--- src/verilog/cfl_pkg.sv ---
// Package for the configurable logic cell: register map, fields, reset values, types
// Summary of operation
// (RULE1) Software disables cell before reconfiguring, enables last
// (RULE2) Software clears pin analog select for inputs
// (RULE3) Software remaps pin and clears its direction
// (RULE4) Software sets edge and interrupt enables
// (RULE5) Enable bit 7; clear forces output zero
// (RULE6) Bit 5 reads output; bit 6 zero
// (RULE7) Bit 4 lets rising edge set flag
// (RULE8) Bit 3 lets falling edge set flag
// (RULE9) Codes 000-010: AND-OR, OR-XOR, 4-input AND
// (RULE10) Codes 011-111: latch and flip-flop modes
// (RULE11) Polarity bit 7 inverts the function result
// (RULE12) Polarity bits 3-0 invert gate outputs
// (RULE13) Source selects: 6-bit code, bits 7-6 zero
// (RULE14) Gate enable pairs: true upper, negated lower
// (RULE15) Gate registers map to their own gates
// (RULE16) Control and output invert reset; rest kept
// (RULE17) Empty gate gives constant from its inversion
// (RULE18) Flag sticky; edge during clear wins
// (RULE19) Forty sources; codes 37 up are reserved
// (RULE20) Storage modes use a fixed gate mapping
// (RULE21) Edges sampled on clock; flag next cycle
package cfl_pkg;

  // Byte addresses on the APB
  localparam logic [7:0] ADDR_CONTROL = 8'h00;
  localparam logic [7:0] ADDR_POLARITY = 8'h04;
  localparam logic [7:0] ADDR_SEL_BASE = 8'h08;
  localparam logic [7:0] ADDR_GATE_BASE = 8'h18;
  localparam logic [7:0] ADDR_IRQ_STATUS = 8'h28;
  localparam logic [7:0] ADDR_STEP = 8'h04;

  // Sizes
  localparam int NUM_CH = 4;
  localparam int NUM_SRC = 40;
  localparam int SEL_W = 6;
  localparam logic [SEL_W-1:0] RSVD_CODE_MIN = 6'h25; // Codes from here up select nothing

  // Field positions
  localparam int POL_OUT_BIT = 7;
  localparam int IRQ_FLAG_BIT = 0;
  localparam int WORD_BIT = 2;

  // Reset values
  localparam logic [7:0] CONTROL_RST = 8'h00;
  localparam logic OUT_INV_RST = 1'b0;
  localparam logic [31:0] RDATA_ZERO = 32'h0000_0000;

  // Function select codes
  localparam logic [2:0] FN_AND_OR = 3'h0;
  localparam logic [2:0] FN_OR_XOR = 3'h1;
  localparam logic [2:0] FN_AND4 = 3'h2;
  localparam logic [2:0] FN_SR_LATCH = 3'h3;
  localparam logic [2:0] FN_DFF_SR = 3'h4;
  localparam logic [2:0] FN_DFF2_R = 3'h5;
  localparam logic [2:0] FN_JK_R = 3'h6;
  localparam logic [2:0] FN_LATCH_SR = 3'h7;

  // Control register layout, bit 7 down to bit 0
  typedef struct packed {
    logic cell_enable;
    logic unused6;
    logic cell_output_bit;
    logic rise_irq_enable;
    logic fall_irq_enable;
    logic [2:0] function_select;
  } cfl_ctrl_t;

  // APB request as seen by the slave
  typedef struct packed {
    logic psel;
    logic penable;
    logic pwrite;
    logic [7:0] paddr;
    logic [31:0] pwdata;
  } cfl_apb_req_t;

endpackage

--- src/verilog/cfl_cell.sv ---
// Configurable logic cell with APB register file
//
// Local design decisions: the register addresses and the APB register port.
`timescale 1ns/1ns
module cfl_cell
  import cfl_pkg::*;
(
  // Clock, reset, enable
  input wire logic mclk_i,
  input wire logic rst_n_i,
  input wire logic ce_i,
  // APB slave
  input wire logic psel_i,
  input wire logic penable_i,
  input wire logic pwrite_i,
  input wire logic [7:0] paddr_i,
  input wire logic [31:0] pwdata_i,
  output logic [31:0] prdata_o,
  output logic pready_o,
  output logic pslverr_o,
  // Cell sources and results
  input wire logic [NUM_SRC-1:0] src_i,
  output logic cell_output_signal_o,
  output logic cell_irq_flag_o
);

  ////////////////////////////////////////////////////////////////////
  // Registers
  cfl_ctrl_t ctrl_r;
  logic out_inv_r;
  logic [NUM_CH-1:0] gate_inv_r;
  logic [SEL_W-1:0] sel_r [NUM_CH];
  logic [7:0] gate_en_r [NUM_CH];
  logic irq_flag_r;
  logic cell_out_r;
  logic out_prev_r;
  logic q_r;
  logic q_nxt;
  logic clk_prev_r;
  logic [31:0] prdata_r;

  ////////////////////////////////////////////////////////////////////
  // Bus decode
  cfl_apb_req_t req;
  assign req = '{psel_i, penable_i, pwrite_i, paddr_i, pwdata_i};

  wire setup_ph = req.psel && !req.penable;
  wire access_ph = req.psel && req.penable;
  wire wr_stb = access_ph && req.pwrite && ce_i;
  wire hit_ctrl = (req.paddr == ADDR_CONTROL);
  wire hit_pol = (req.paddr == ADDR_POLARITY);
  wire hit_irq = (req.paddr == ADDR_IRQ_STATUS);
  wire [NUM_CH-1:0] hit_sel;
  wire [NUM_CH-1:0] hit_gate;
  wire hit_any = hit_ctrl || hit_pol || hit_irq || (|hit_sel) || (|hit_gate);

  // Zero wait states; only access phase can flag an error
  assign pready_o = 1'b1;
  assign pslverr_o = access_ph && !hit_any;

  ////////////////////////////////////////////////////////////////////
  // Per channel: address decode, source mux, gate
  wire [NUM_CH-1:0] chan_data;
  wire [NUM_CH-1:0] gate_out;
  wire [NUM_CH-1:0] gate_raw;

  genvar gi;
  generate
    for (gi = 0; gi < NUM_CH; gi++) begin : g_ch
      assign hit_sel[gi] = (req.paddr == ADDR_SEL_BASE + 8'(gi) * ADDR_STEP);
      assign hit_gate[gi] = (req.paddr == ADDR_GATE_BASE + 8'(gi) * ADDR_STEP);
      // Reserved codes feed a constant zero; top source lines stay unused
      assign chan_data[gi] = (sel_r[gi] < RSVD_CODE_MIN) ? src_i[sel_r[gi]] : 1'b0; // see (RULE19)
    end
    for (gi = 0; gi < NUM_CH; gi++) begin : g_gate
      wire [NUM_CH-1:0] terms;
      genvar ci;
      for (ci = 0; ci < NUM_CH; ci++) begin : g_term
        // Pair 2ci+1 passes true data, 2ci negated data
        assign terms[ci] = (gate_en_r[gi][2*ci+1] & chan_data[ci]) |
                           (gate_en_r[gi][2*ci] & ~chan_data[ci]); // see (RULE14)
      end
      // Empty gate is 0, so its level is set by inversion alone
      assign gate_raw[gi] = |terms; // see (RULE17) see (RULE15)
      assign gate_out[gi] = gate_raw[gi] ^ gate_inv_r[gi]; // see (RULE12)
    end
  endgenerate

  ////////////////////////////////////////////////////////////////////
  // Logic function; D flip-flop mode storage pins: clk=g1 d=g2 r=g3 s=g4
  wire g1 = gate_out[0];
  wire g2 = gate_out[1];
  wire g3 = gate_out[2];
  wire g4 = gate_out[3];
  wire clk_rise = g1 && !clk_prev_r;
  wire fn_comb_and_or = (g1 & g2) | (g3 & g4);
  wire fn_comb_or_xor = (g1 | g2) ^ (g3 | g4);
  wire fn_comb_and4 = &gate_out;

  // Storage next state; reset dominates set in every mode
  always_comb begin
    q_nxt = q_r;
    case (ctrl_r.function_select)
      FN_SR_LATCH: begin // see (RULE10) see (RULE20)
        if (g3 | g4) begin
          q_nxt = 1'b0;
        end else if (g1 | g2) begin
          q_nxt = 1'b1;
        end
      end
      FN_DFF_SR: begin
        if (g3) begin
          q_nxt = 1'b0;
        end else if (g4) begin
          q_nxt = 1'b1;
        end else if (clk_rise) begin
          q_nxt = g2;
        end
      end
      FN_DFF2_R: begin
        if (g3) begin
          q_nxt = 1'b0;
        end else if (clk_rise) begin
          q_nxt = g2 & g4;
        end
      end
      FN_JK_R: begin
        if (g3) begin
          q_nxt = 1'b0;
        end else if (clk_rise) begin
          q_nxt = (g2 & ~q_r) | (~g4 & q_r);
        end
      end
      FN_LATCH_SR: begin
        if (g3) begin
          q_nxt = 1'b0;
        end else if (g4) begin
          q_nxt = 1'b1;
        end else if (g1) begin
          q_nxt = g2;
        end
      end
      default: begin
        q_nxt = q_r;
      end
    endcase
  end

  // Function result before output inversion
  logic fn_result;
  always_comb begin
    case (ctrl_r.function_select)
      FN_AND_OR: fn_result = fn_comb_and_or; // see (RULE9)
      FN_OR_XOR: fn_result = fn_comb_or_xor;
      FN_AND4: fn_result = fn_comb_and4;
      default: fn_result = q_nxt;
    endcase
  end

  wire out_nxt = ctrl_r.cell_enable ? (fn_result ^ out_inv_r) : 1'b0; // see (RULE5) see (RULE11)

  ////////////////////////////////////////////////////////////////////
  // Edge detect; a clear in the same cycle as an edge loses
  wire rise_evt = cell_out_r && !out_prev_r && ctrl_r.rise_irq_enable; // see (RULE7)
  wire fall_evt = !cell_out_r && out_prev_r && ctrl_r.fall_irq_enable; // see (RULE8)
  wire irq_clr = wr_stb && hit_irq && req.pwdata[IRQ_FLAG_BIT];
  wire irq_nxt = (rise_evt || fall_evt) ? 1'b1 : (irq_clr ? 1'b0 : irq_flag_r); // see (RULE18)

  // Cell datapath and flag; disabling also clears stored state
  always_ff @(posedge mclk_i) begin
    if (!rst_n_i) begin
      cell_out_r <= 1'b0;
      out_prev_r <= 1'b0;
      q_r <= 1'b0;
      clk_prev_r <= 1'b0;
      irq_flag_r <= 1'b0;
    end else if (ce_i) begin
      cell_out_r <= out_nxt;
      out_prev_r <= cell_out_r; // see (RULE21)
      q_r <= ctrl_r.cell_enable ? q_nxt : 1'b0;
      clk_prev_r <= g1;
      irq_flag_r <= irq_nxt; // see (RULE21)
    end
  end

  ////////////////////////////////////////////////////////////////////
  // Control and output inversion: cleared by every reset
  always_ff @(posedge mclk_i) begin
    if (!rst_n_i) begin
      ctrl_r <= CONTROL_RST; // see (RULE16)
      out_inv_r <= OUT_INV_RST;
    end else if (wr_stb) begin
      if (hit_ctrl) begin
        ctrl_r <= req.pwdata[7:0];
      end
      if (hit_pol) begin
        out_inv_r <= req.pwdata[POL_OUT_BIT];
      end
    end
  end

  // Selection and gating survive reset, unknown at power-up
  always_ff @(posedge mclk_i) begin
    if (wr_stb) begin
      if (hit_pol) begin
        gate_inv_r <= req.pwdata[NUM_CH-1:0]; // see (RULE16)
      end
      for (int i = 0; i < NUM_CH; i++) begin
        if (hit_sel[i]) begin
          sel_r[i] <= req.pwdata[SEL_W-1:0]; // see (RULE13)
        end
        if (hit_gate[i]) begin
          gate_en_r[i] <= req.pwdata[7:0];
        end
      end
    end
  end

  ////////////////////////////////////////////////////////////////////
  // Read mux; bit 6 and the stored output copy never leak
  cfl_ctrl_t ctrl_rd;
  always_comb begin
    ctrl_rd = ctrl_r;
    ctrl_rd.unused6 = 1'b0; // see (RULE6)
    ctrl_rd.cell_output_bit = cell_out_r; // see (RULE6)
  end

  logic [31:0] rd_word;
  always_comb begin
    rd_word = RDATA_ZERO;
    if (hit_ctrl) begin
      rd_word[7:0] = ctrl_rd;
    end
    if (hit_pol) begin
      rd_word[POL_OUT_BIT] = out_inv_r;
      rd_word[NUM_CH-1:0] = gate_inv_r;
    end
    if (hit_irq) begin
      rd_word[IRQ_FLAG_BIT] = irq_flag_r;
    end
    for (int i = 0; i < NUM_CH; i++) begin
      if (hit_sel[i]) begin
        rd_word[SEL_W-1:0] = sel_r[i]; // see (RULE13)
      end
      if (hit_gate[i]) begin
        rd_word[7:0] = gate_en_r[i];
      end
    end
  end

  // Read data captured in setup, stable through access
  always_ff @(posedge mclk_i) begin
    if (!rst_n_i) begin
      prdata_r <= RDATA_ZERO;
    end else if (ce_i && setup_ph) begin
      prdata_r <= rd_word;
    end
  end

  assign prdata_o = prdata_r;
  assign cell_output_signal_o = cell_out_r;
  assign cell_irq_flag_o = irq_flag_r;

endmodule // cfl_cell

--- config.mk ---
export PLATFORM = sky130hd
export DESIGN_NAME = cfl_cell
export DESIGN_NICKNAME = d
export VERILOG_FILES = /design/src/verilog/cfl_pkg.sv /design/src/verilog/cfl_cell.sv
export SDC_FILE = /design/constraint.sdc
export NUM_CORES = 1
export LEC_CHECK = 0
export BUFFER_PORTS_ARGS = -buffer_cell sky130_fd_sc_hd__clkbuf_2
export CAP_MARGIN = 20
export CORE_ASPECT_RATIO = 0.7
export CORE_UTILIZATION = 43
export CTS_CLUSTER_SIZE = 10
export DETAILED_ROUTE_END_ITERATION = 8
export PLACE_DENSITY = 0.76
export SKIP_CTS_REPAIR_TIMING = 1
export SYNTH_ARGS = -nofsm -noshare
export SYNTH_HDL_FRONTEND = slang
export SYNTH_SLANG_ARGS = --single-unit
--- constraint.sdc ---
create_clock -name mclk_i -period 3.6 [get_ports mclk_i]
set_input_delay 0.72 -clock mclk_i [delete_from_list [all_inputs] [get_ports mclk_i]]
set_output_delay 0.72 -clock mclk_i [all_outputs]
set_load 0.02 [all_outputs]
==> impl_metrics.tcl, run 1 <==
set metrics [dict create \
    total_power_uw 2050 \
    final_cell_count_no_fill 816 \
    cts_buffer_depth 2 \
    maxSlewViolCount 0 \
    syn_area_um2 5390 \
    worst_pin_slew_ns 0.880 \
    tns_ns -1.01 \
    place_hpwl_um 13800 \
    crit_type "register to register" \
    yosysSeqAreaShare_pct 40.8 \
    grt_usage_pct 28.0 \
    start_util_pct 45.0 \
    drcViolationCount 0 \
    rr_worst_depth 14 \
    seqPwrFrac_pct 48.8 \
    overflow 0 \
    dpl.cell_count 792 \
    clkPwrFrac_pct 41.1 \
    fin_crit_sh_pct 115 \
    critPathMaxFanout 4 \
    syn_inst 499 \
    holdCritPathClass "register to register" \
    clk_latency_ns 0.34 \
    peakVddDrop_uv 254 \
    antenna_found_initial 0 \
    skew_ns 0.00885 \
    layout_commonest_cell "buf_4" \
    synth-edff-count 60 \
    cp.arrival_ns 4.35 \
    diodes 0 \
    drt_wl_total_um 18000 \
    layout-drive-gt1-share_pct 35.4 \
    syn_to_final_growth_pct 26.8 \
    p_comb_share_pct 10.1 \
    core_um2 12000 \
    first_pass_iters 6 \
    root_buffer "clkbuf_16" \
    swShare_pct 23.7 \
    synth-seq-cells 80 \
    portBuffers 69 \
    dpl_cell_area_um2 6410 \
    endpoint_kind "register" \
    switchingPower_uw 485 \
    yosys_warnings 0 \
    power_density_nw_per_um2 299 \
    cts_inserted_buffers 9 \
    vias 5169 \
    clock_sinks 80 \
    hold_slack_ns 0.499 \
    rows 33 \
    start_kind "register" \
    ys_types 67 \
    p_leak_uw 0.00273 \
    setup_slack_ns -0.524 \
    maxSlewHeadroom_pct 40.9 \
    drv_cap 0 \
    path_clk_slew_ns 0.06 \
    floorplan.die.width_um 136 \
    nets 740 \
    grt_max_degree 23 \
    cts-htree-levels 3 \
    worst-endpoint-required_ns 3.83 \
    synthFlopType "edfxtp_1" \
    antenna_left 0 \
    place.gp.congestion 0.966 \
    max_freq_mhz 242 \
    viasPerCell 6.33 \
    die_area_um2 13000 \
    avgSynthCellArea_um2 10.8 \
    hold_depth 1 \
    rsz0062_at_grt "true" \
    final_cell_mix "buf_4 (93), clkbuf_2 (69), edfxtp_1 (60)" \
    outcome "finished with violations" \
    p_int_uw 1560 \
    die_y_um 95.7 \
    finalInstanceArea_um2 6840 \
    drt_iter0_markers 549 \
    wl_per_cell_um 22.1 \
    cts_tree "built" \
    hold_viol_final 0 \
    grt_pass1_wl_um 26400 \
    io_pins 122 \
    async_flop_share_pct 0 \
    setup_violations 2 \
    violations "negative setup slack" \
    grt_pass1_vias 4680 \
    fin_crit_ns 4.12 \
]
[power groups by stage]
stage | sequential (µW) | combinational [µW] | clock, µW
2_1_floorplan | 1020 | 114 | 0
3_3_place_gp | 1020 | 190 | 0
3_5_place_dp | 1020 | 199 | 0
4_1_cts | 998 | 200 | 832
5_1_grt | 997 | 220 | 876
6_report | 998 | 207 | 842
[per-stage QoR]
step | setup slack, ns | utilization, %
floorplan | -0.160 | -
finish | -0.524 | 57.1
CTS | -0.477 | 55.8
global route | -0.591 | 57.1
global placement | -0.647 | 53.6
detailed placement | -0.692 | 53.6
[path summary, 6_finish.rpt]
path | start | slack [ns] | to
setup reg to reg | sel_r[3][0]$_DFFE_PP_ | -0.52 | q_r$_SDFFE_PN0P_
setup / recovery | sel_r[3][0]$_DFFE_PP_ | -0.52 | q_r$_SDFFE_PN0P_
hold / removal | prdata_o[0]$_SDFFE_PN0P_ | 0.50 | prdata_o[0]$_SDFFE_PN0P_
hold reg to reg | prdata_o[0]$_SDFFE_PN0P_ | 0.50 | prdata_o[0]$_SDFFE_PN0P_
[worst max-delay path, cell delays in order (launching register included)]
cell and delay (ns):
edfxtp_1 0.50, buf_6 0.14, mux4_2 0.49, mux2_4 0.28, or3_4 0.34, a31oi_4 0.26, buf_6 0.14, mux2_4 0.30
or4_4 0.45, and2_4 0.18, nor2b_2 0.15, a311oi_2 0.30, and4_4 0.30, nand2b_4 0.13, a21oi_2 0.05
[flip-flops by register name, summed over array words and instances, names as in the netlist, 4 cells and up]
signal / flops
gate_en_r: 32
sel_r: 24
prdata_o: 8
ctrl_r: 6
gate_inv_r: 4
[area by class of cell]
cell class / count / area [µm²]
fillers: 1006 / 5140
flip-flops and latches: 80 / 2200
multi-input cells: 376 / 2990
well taps: 157 / 196
clock buffers: 12 / 246
clock inverters: 4 / 21.3
inverters: 20 / 75.1
repair buffers: 167 / 1110
[metal layers]
metal  wire length (µm)  share of wire (%)  GRT usage (%)
met4                394                2.2           7.58
met5                  0                  0              0
met1               7490                 42           40.3
met3               2330                 13           6.91
met2               7820                 43           41.8
[synthesized netlist by cell type, types with 3 or more instances]
master | n | area share (%)
edfxtp_1 | 60 | 33
nor2_1 | 39 | 2.7
mux2i_1 | 33 | 6.1
nand2_1 | 30 | 2.1
buf_4 | 27 | 3.8
mux4_2 | 23 | 9.6
dfxtp_1 | 20 | 7.4
inv_1 | 20 | 1.4
nor2b_1 | 18 | 2.1
a21oi_1 | 17 | 1.6
o21ai_0 | 15 | 1.4
nand3_1 | 12 | 1.1
a22oi_1 | 11 | 1.5
clkbuf_1 | 10 | 0.70
nand2b_1 | 10 | 1.2
a41oi_1 | 9 | 1.5
nor3_1 | 9 | 0.84
a221oi_1 | 7 | 1.1
a31oi_1 | 7 | 0.81
mux2_1 | 6 | 1.3
mux2_2 | 6 | 1.3
nand3b_1 | 6 | 0.84
a222oi_1 | 5 | 0.93
buf_2 | 5 | 0.46
nand4_1 | 5 | 0.58
nor4_1 | 5 | 0.58
o211a_1 | 5 | 0.93
o31ai_1 | 5 | 0.70
a2111oi_0 | 4 | 0.65
and2_1 | 4 | 0.46
and3_1 | 4 | 0.46
buf_6 | 4 | 0.84
o2111ai_1 | 4 | 0.65
a2111o_1 | 3 | 0.63
a221o_1 | 3 | 0.56
a2bb2oi_1 | 3 | 0.49
o2111a_1 | 3 | 0.63
o21ai_1 | 3 | 0.28
or3_1 | 3 | 0.35
[cells by family after synthesis]
family | Yosys count | share of synthesized area, %
compound gates | 127 | 18.6
xor+xnor | 2 | 0.325
buf+inv | 66 | 7.15
flops | 80 | 40.8
mux | 68 | 18.2
other cells | 2 | 0.139
simple gates | 154 | 14.7
Power figures use the tool's default switching activity.
==> run 2: changes to the inputs <==
--- a/config.mk
+++ b/config.mk
@@ -12,6 +12,7 @@
 export CTS_CLUSTER_SIZE = 10
 export DETAILED_ROUTE_END_ITERATION = 8
 export PLACE_DENSITY = 0.76
+export SETUP_SLACK_MARGIN = 0.1
 export SKIP_CTS_REPAIR_TIMING = 1
 export SYNTH_ARGS = -nofsm -noshare
 export SYNTH_HDL_FRONTEND = slang
==> constraint.sdc (replaced) <==
create_clock -name mclk_i -period 3.6 [get_ports mclk_i]
set_input_delay 0.54 -clock mclk_i [delete_from_list [all_inputs] [get_ports mclk_i]]
set_output_delay 0.54 -clock mclk_i [all_outputs]
set_load 0.02 [all_outputs]
==> run 2 against run 1 <==
The run still ends with negative setup slack left. Worst setup slack improved by 0.097 ns. Sequential cell count did not move. Critical path depth decreased by 1. Largest power group unchanged. Register-to-register slack better by 0.097 ns.
==> impl_metrics.tcl, run 2 (synthesized netlist as in run 1, its figures left out) <==
set metrics [dict create \
    clock_sinks 80 \
    violations "negative setup slack" \
    syn_to_final_growth_pct 30.7 \
    holdCritPathClass "primary input to register" \
    rows 33 \
    grt_pass1_wl_um 26700 \
    r2r-end "q_r$_SDFFE_PN0P_" \
    nets 740 \
    p_leak_uw 0.00275 \
    critPathMaxFanout 4 \
    grt_usage_pct 28.2 \
    portBuffers 69 \
    rr_worst_depth 13 \
    power_density_nw_per_um2 303 \
    clk_latency_ns 0.34 \
    crit_start "sel_r[3][0]$_DFFE_PP_" \
    maxSlewViolCount 0 \
    whs_endpoint "gate_en_r[2][6]$_DFFE_PP_" \
    root_buffer "clkbuf_16" \
    layout_commonest_cell "buf_4" \
    setup_slack_ns -0.427 \
    cp_cell_sequence "buf_6, mux4_2, mux2_2, or3_4, a31oi_4, mux2_4, or4_4, and2_4, nor2b_1, a311oi_1, and4_4, nand2b_1, a21oi_1" \
    cp.arrival_ns 4.24 \
    grt_max_degree 23 \
    drt_wl_total_um 18000 \
    cts_tree "built" \
    vias 5134 \
    fin_crit_ns 4.03 \
    skew_ns 0.00582 \
    timing.rr.start "sel_r[3][0]$_DFFE_PP_" \
    drt_iter0_markers 663 \
    fin_crit_sh_pct 112 \
    setup_violations 2 \
    crit_type "register to register" \
    floorplan.die.width_um 136 \
    overflow 0 \
    largest_register_ffs 32 \
    core_um2 12000 \
    diodes 0 \
    hold_viol_final 0 \
    outcome "finished with violations" \
    maxSlewHeadroom_pct 34.6 \
    grt_pass1_vias 4750 \
    layout-drive-gt1-share_pct 37.3 \
    start_util_pct 45.0 \
    hold_depth 1 \
    start_kind "register" \
    worst-endpoint-required_ns 3.82 \
    viasPerCell 6.29 \
    dpl.cell_count 780 \
    peakVddDrop_uv 263 \
    worst_pin_slew_ns 0.973 \
    dp_slack_ns -0.531 \
    rsz0062_at_grt "true" \
    antenna_found_initial 0 \
    wl_per_cell_um 22.1 \
    cts-htree-levels 3 \
    cp_slowest_stage_delay_ns 0.54 \
    max_freq_mhz 248 \
    endpoint_kind "register" \
    final_cell_count_no_fill 816 \
    drv_cap 0 \
    drcViolationCount 0 \
    final_cell_mix "buf_4 (90), clkbuf_2 (69), edfxtp_1 (60)" \
    cp_slowest_cell "or4_4" \
    place.gp.congestion 0.995 \
    cts_inserted_buffers 9 \
    total_power_uw 2130 \
    antenna_left 0 \
    path_clk_slew_ns 0.06 \
    io_pins 122 \
    fillerInstances 961 \
    first_pass_iters 5 \
    hold_start "pwdata_i[6]" \
    regMostFlops "gate_en_r" \
    tns_ns -0.835 \
    die_y_um 95.7 \
    die_area_um2 13000 \
    place_hpwl_um 13600 \
    rrSetupSlack_ns -0.43 \
    cts_buffer_depth 2 \
]
run 2: changes by cell type in the layout (fill, tap and decap cells not counted), sizes merged:
| cell | previous run | this run |
|---|---|---|
| bufinv | 0 | 1 |
| clkbuf | 81 | 78 |
| clkinv | 3 | 1 |
| clkinvlp | 0 | 2 |
| inv | 21 | 23 |
run 2: power by group:
group | switching (µW) | internal [µW] | leakage [µW]
sequential | 3.12 | 994 | 0.000701
combinational | 125 | 83.6 | 0.00191
clock | 381 | 545 | 0.000144
total | 509 | 1620 | 0.00275
run 2: stage by stage:
stage | hold WS (ns) | instance area [µm²] | utilization [%]
6_report | 0.466 | 7050 | 58.8
3_3_place_gp | 0.481 | 6320 | 52.8
4_1_cts | 0.439 | 6630 | 55.4
2_1_floorplan | 0.475 | 5490 | -
3_5_place_dp | 0.492 | 6320 | 52.8
5_1_grt | 0.460 | 7050 | 58.8
run 2: cell type report:
type / count / area [µm²] / share of cell area (%)
well taps: 157 / 196 / 2.79
multi-input cells: 376 / 3140 / 44.6
repair buffers: 167 / 1120 / 15.9
flip-flops and latches: 80 / 2200 / 31.3
clock buffers: 9 / 225 / 3.20
clock inverters: 7 / 78.8 / 1.12
inverters: 20 / 75.1 / 1.07
run 2: worst max-delay path by stage:
stage / slack [ns] / cells past startpoint / to
6_report: -0.43 / 13 / q_r$_SDFFE_PN0P_
5_1_grt: -0.49 / 16 / cell_output_signal_o$_SDFFE_PN0P_
4_1_cts: -0.56 / 15 / cell_output_signal_o$_SDFFE_PN0P_
3_5_place_dp: -0.53 / 15 / cell_output_signal_o$_SDFFE_PN0P_
3_3_place_gp: -0.51 / 14 / cell_output_signal_o$_SDFFE_PN0P_
2_1_floorplan: 0.02 / 12 / cell_output_signal_o$_SDFFE_PN0P_
run 2: worst max-delay path: cells and delay by family (launching register included):
family / cells / cell delay [ns]
AO/OA/AOI/OAI: 3 / 0.56
buffers and inverters: 1 / 0.15
flip-flops: 1 / 0.51
multiplexers: 3 / 1.13
AND/OR/NAND/NOR: 6 / 1.56
run 2: routing by layer:
metal | vias to the layer above | wire [µm] | part of all wire [%] | GRT usage [%]
met5 | - | 0 | 0 | 0
met4 | 0 | 284 | 1.6 | 7.58
met3 | 32 | 2810 | 16 | 8.03
met2 | 397 | 7660 | 42 | 41.0
met1 | 2455 | 7280 | 40 | 40.6
li1 | 2250 | - | - | -
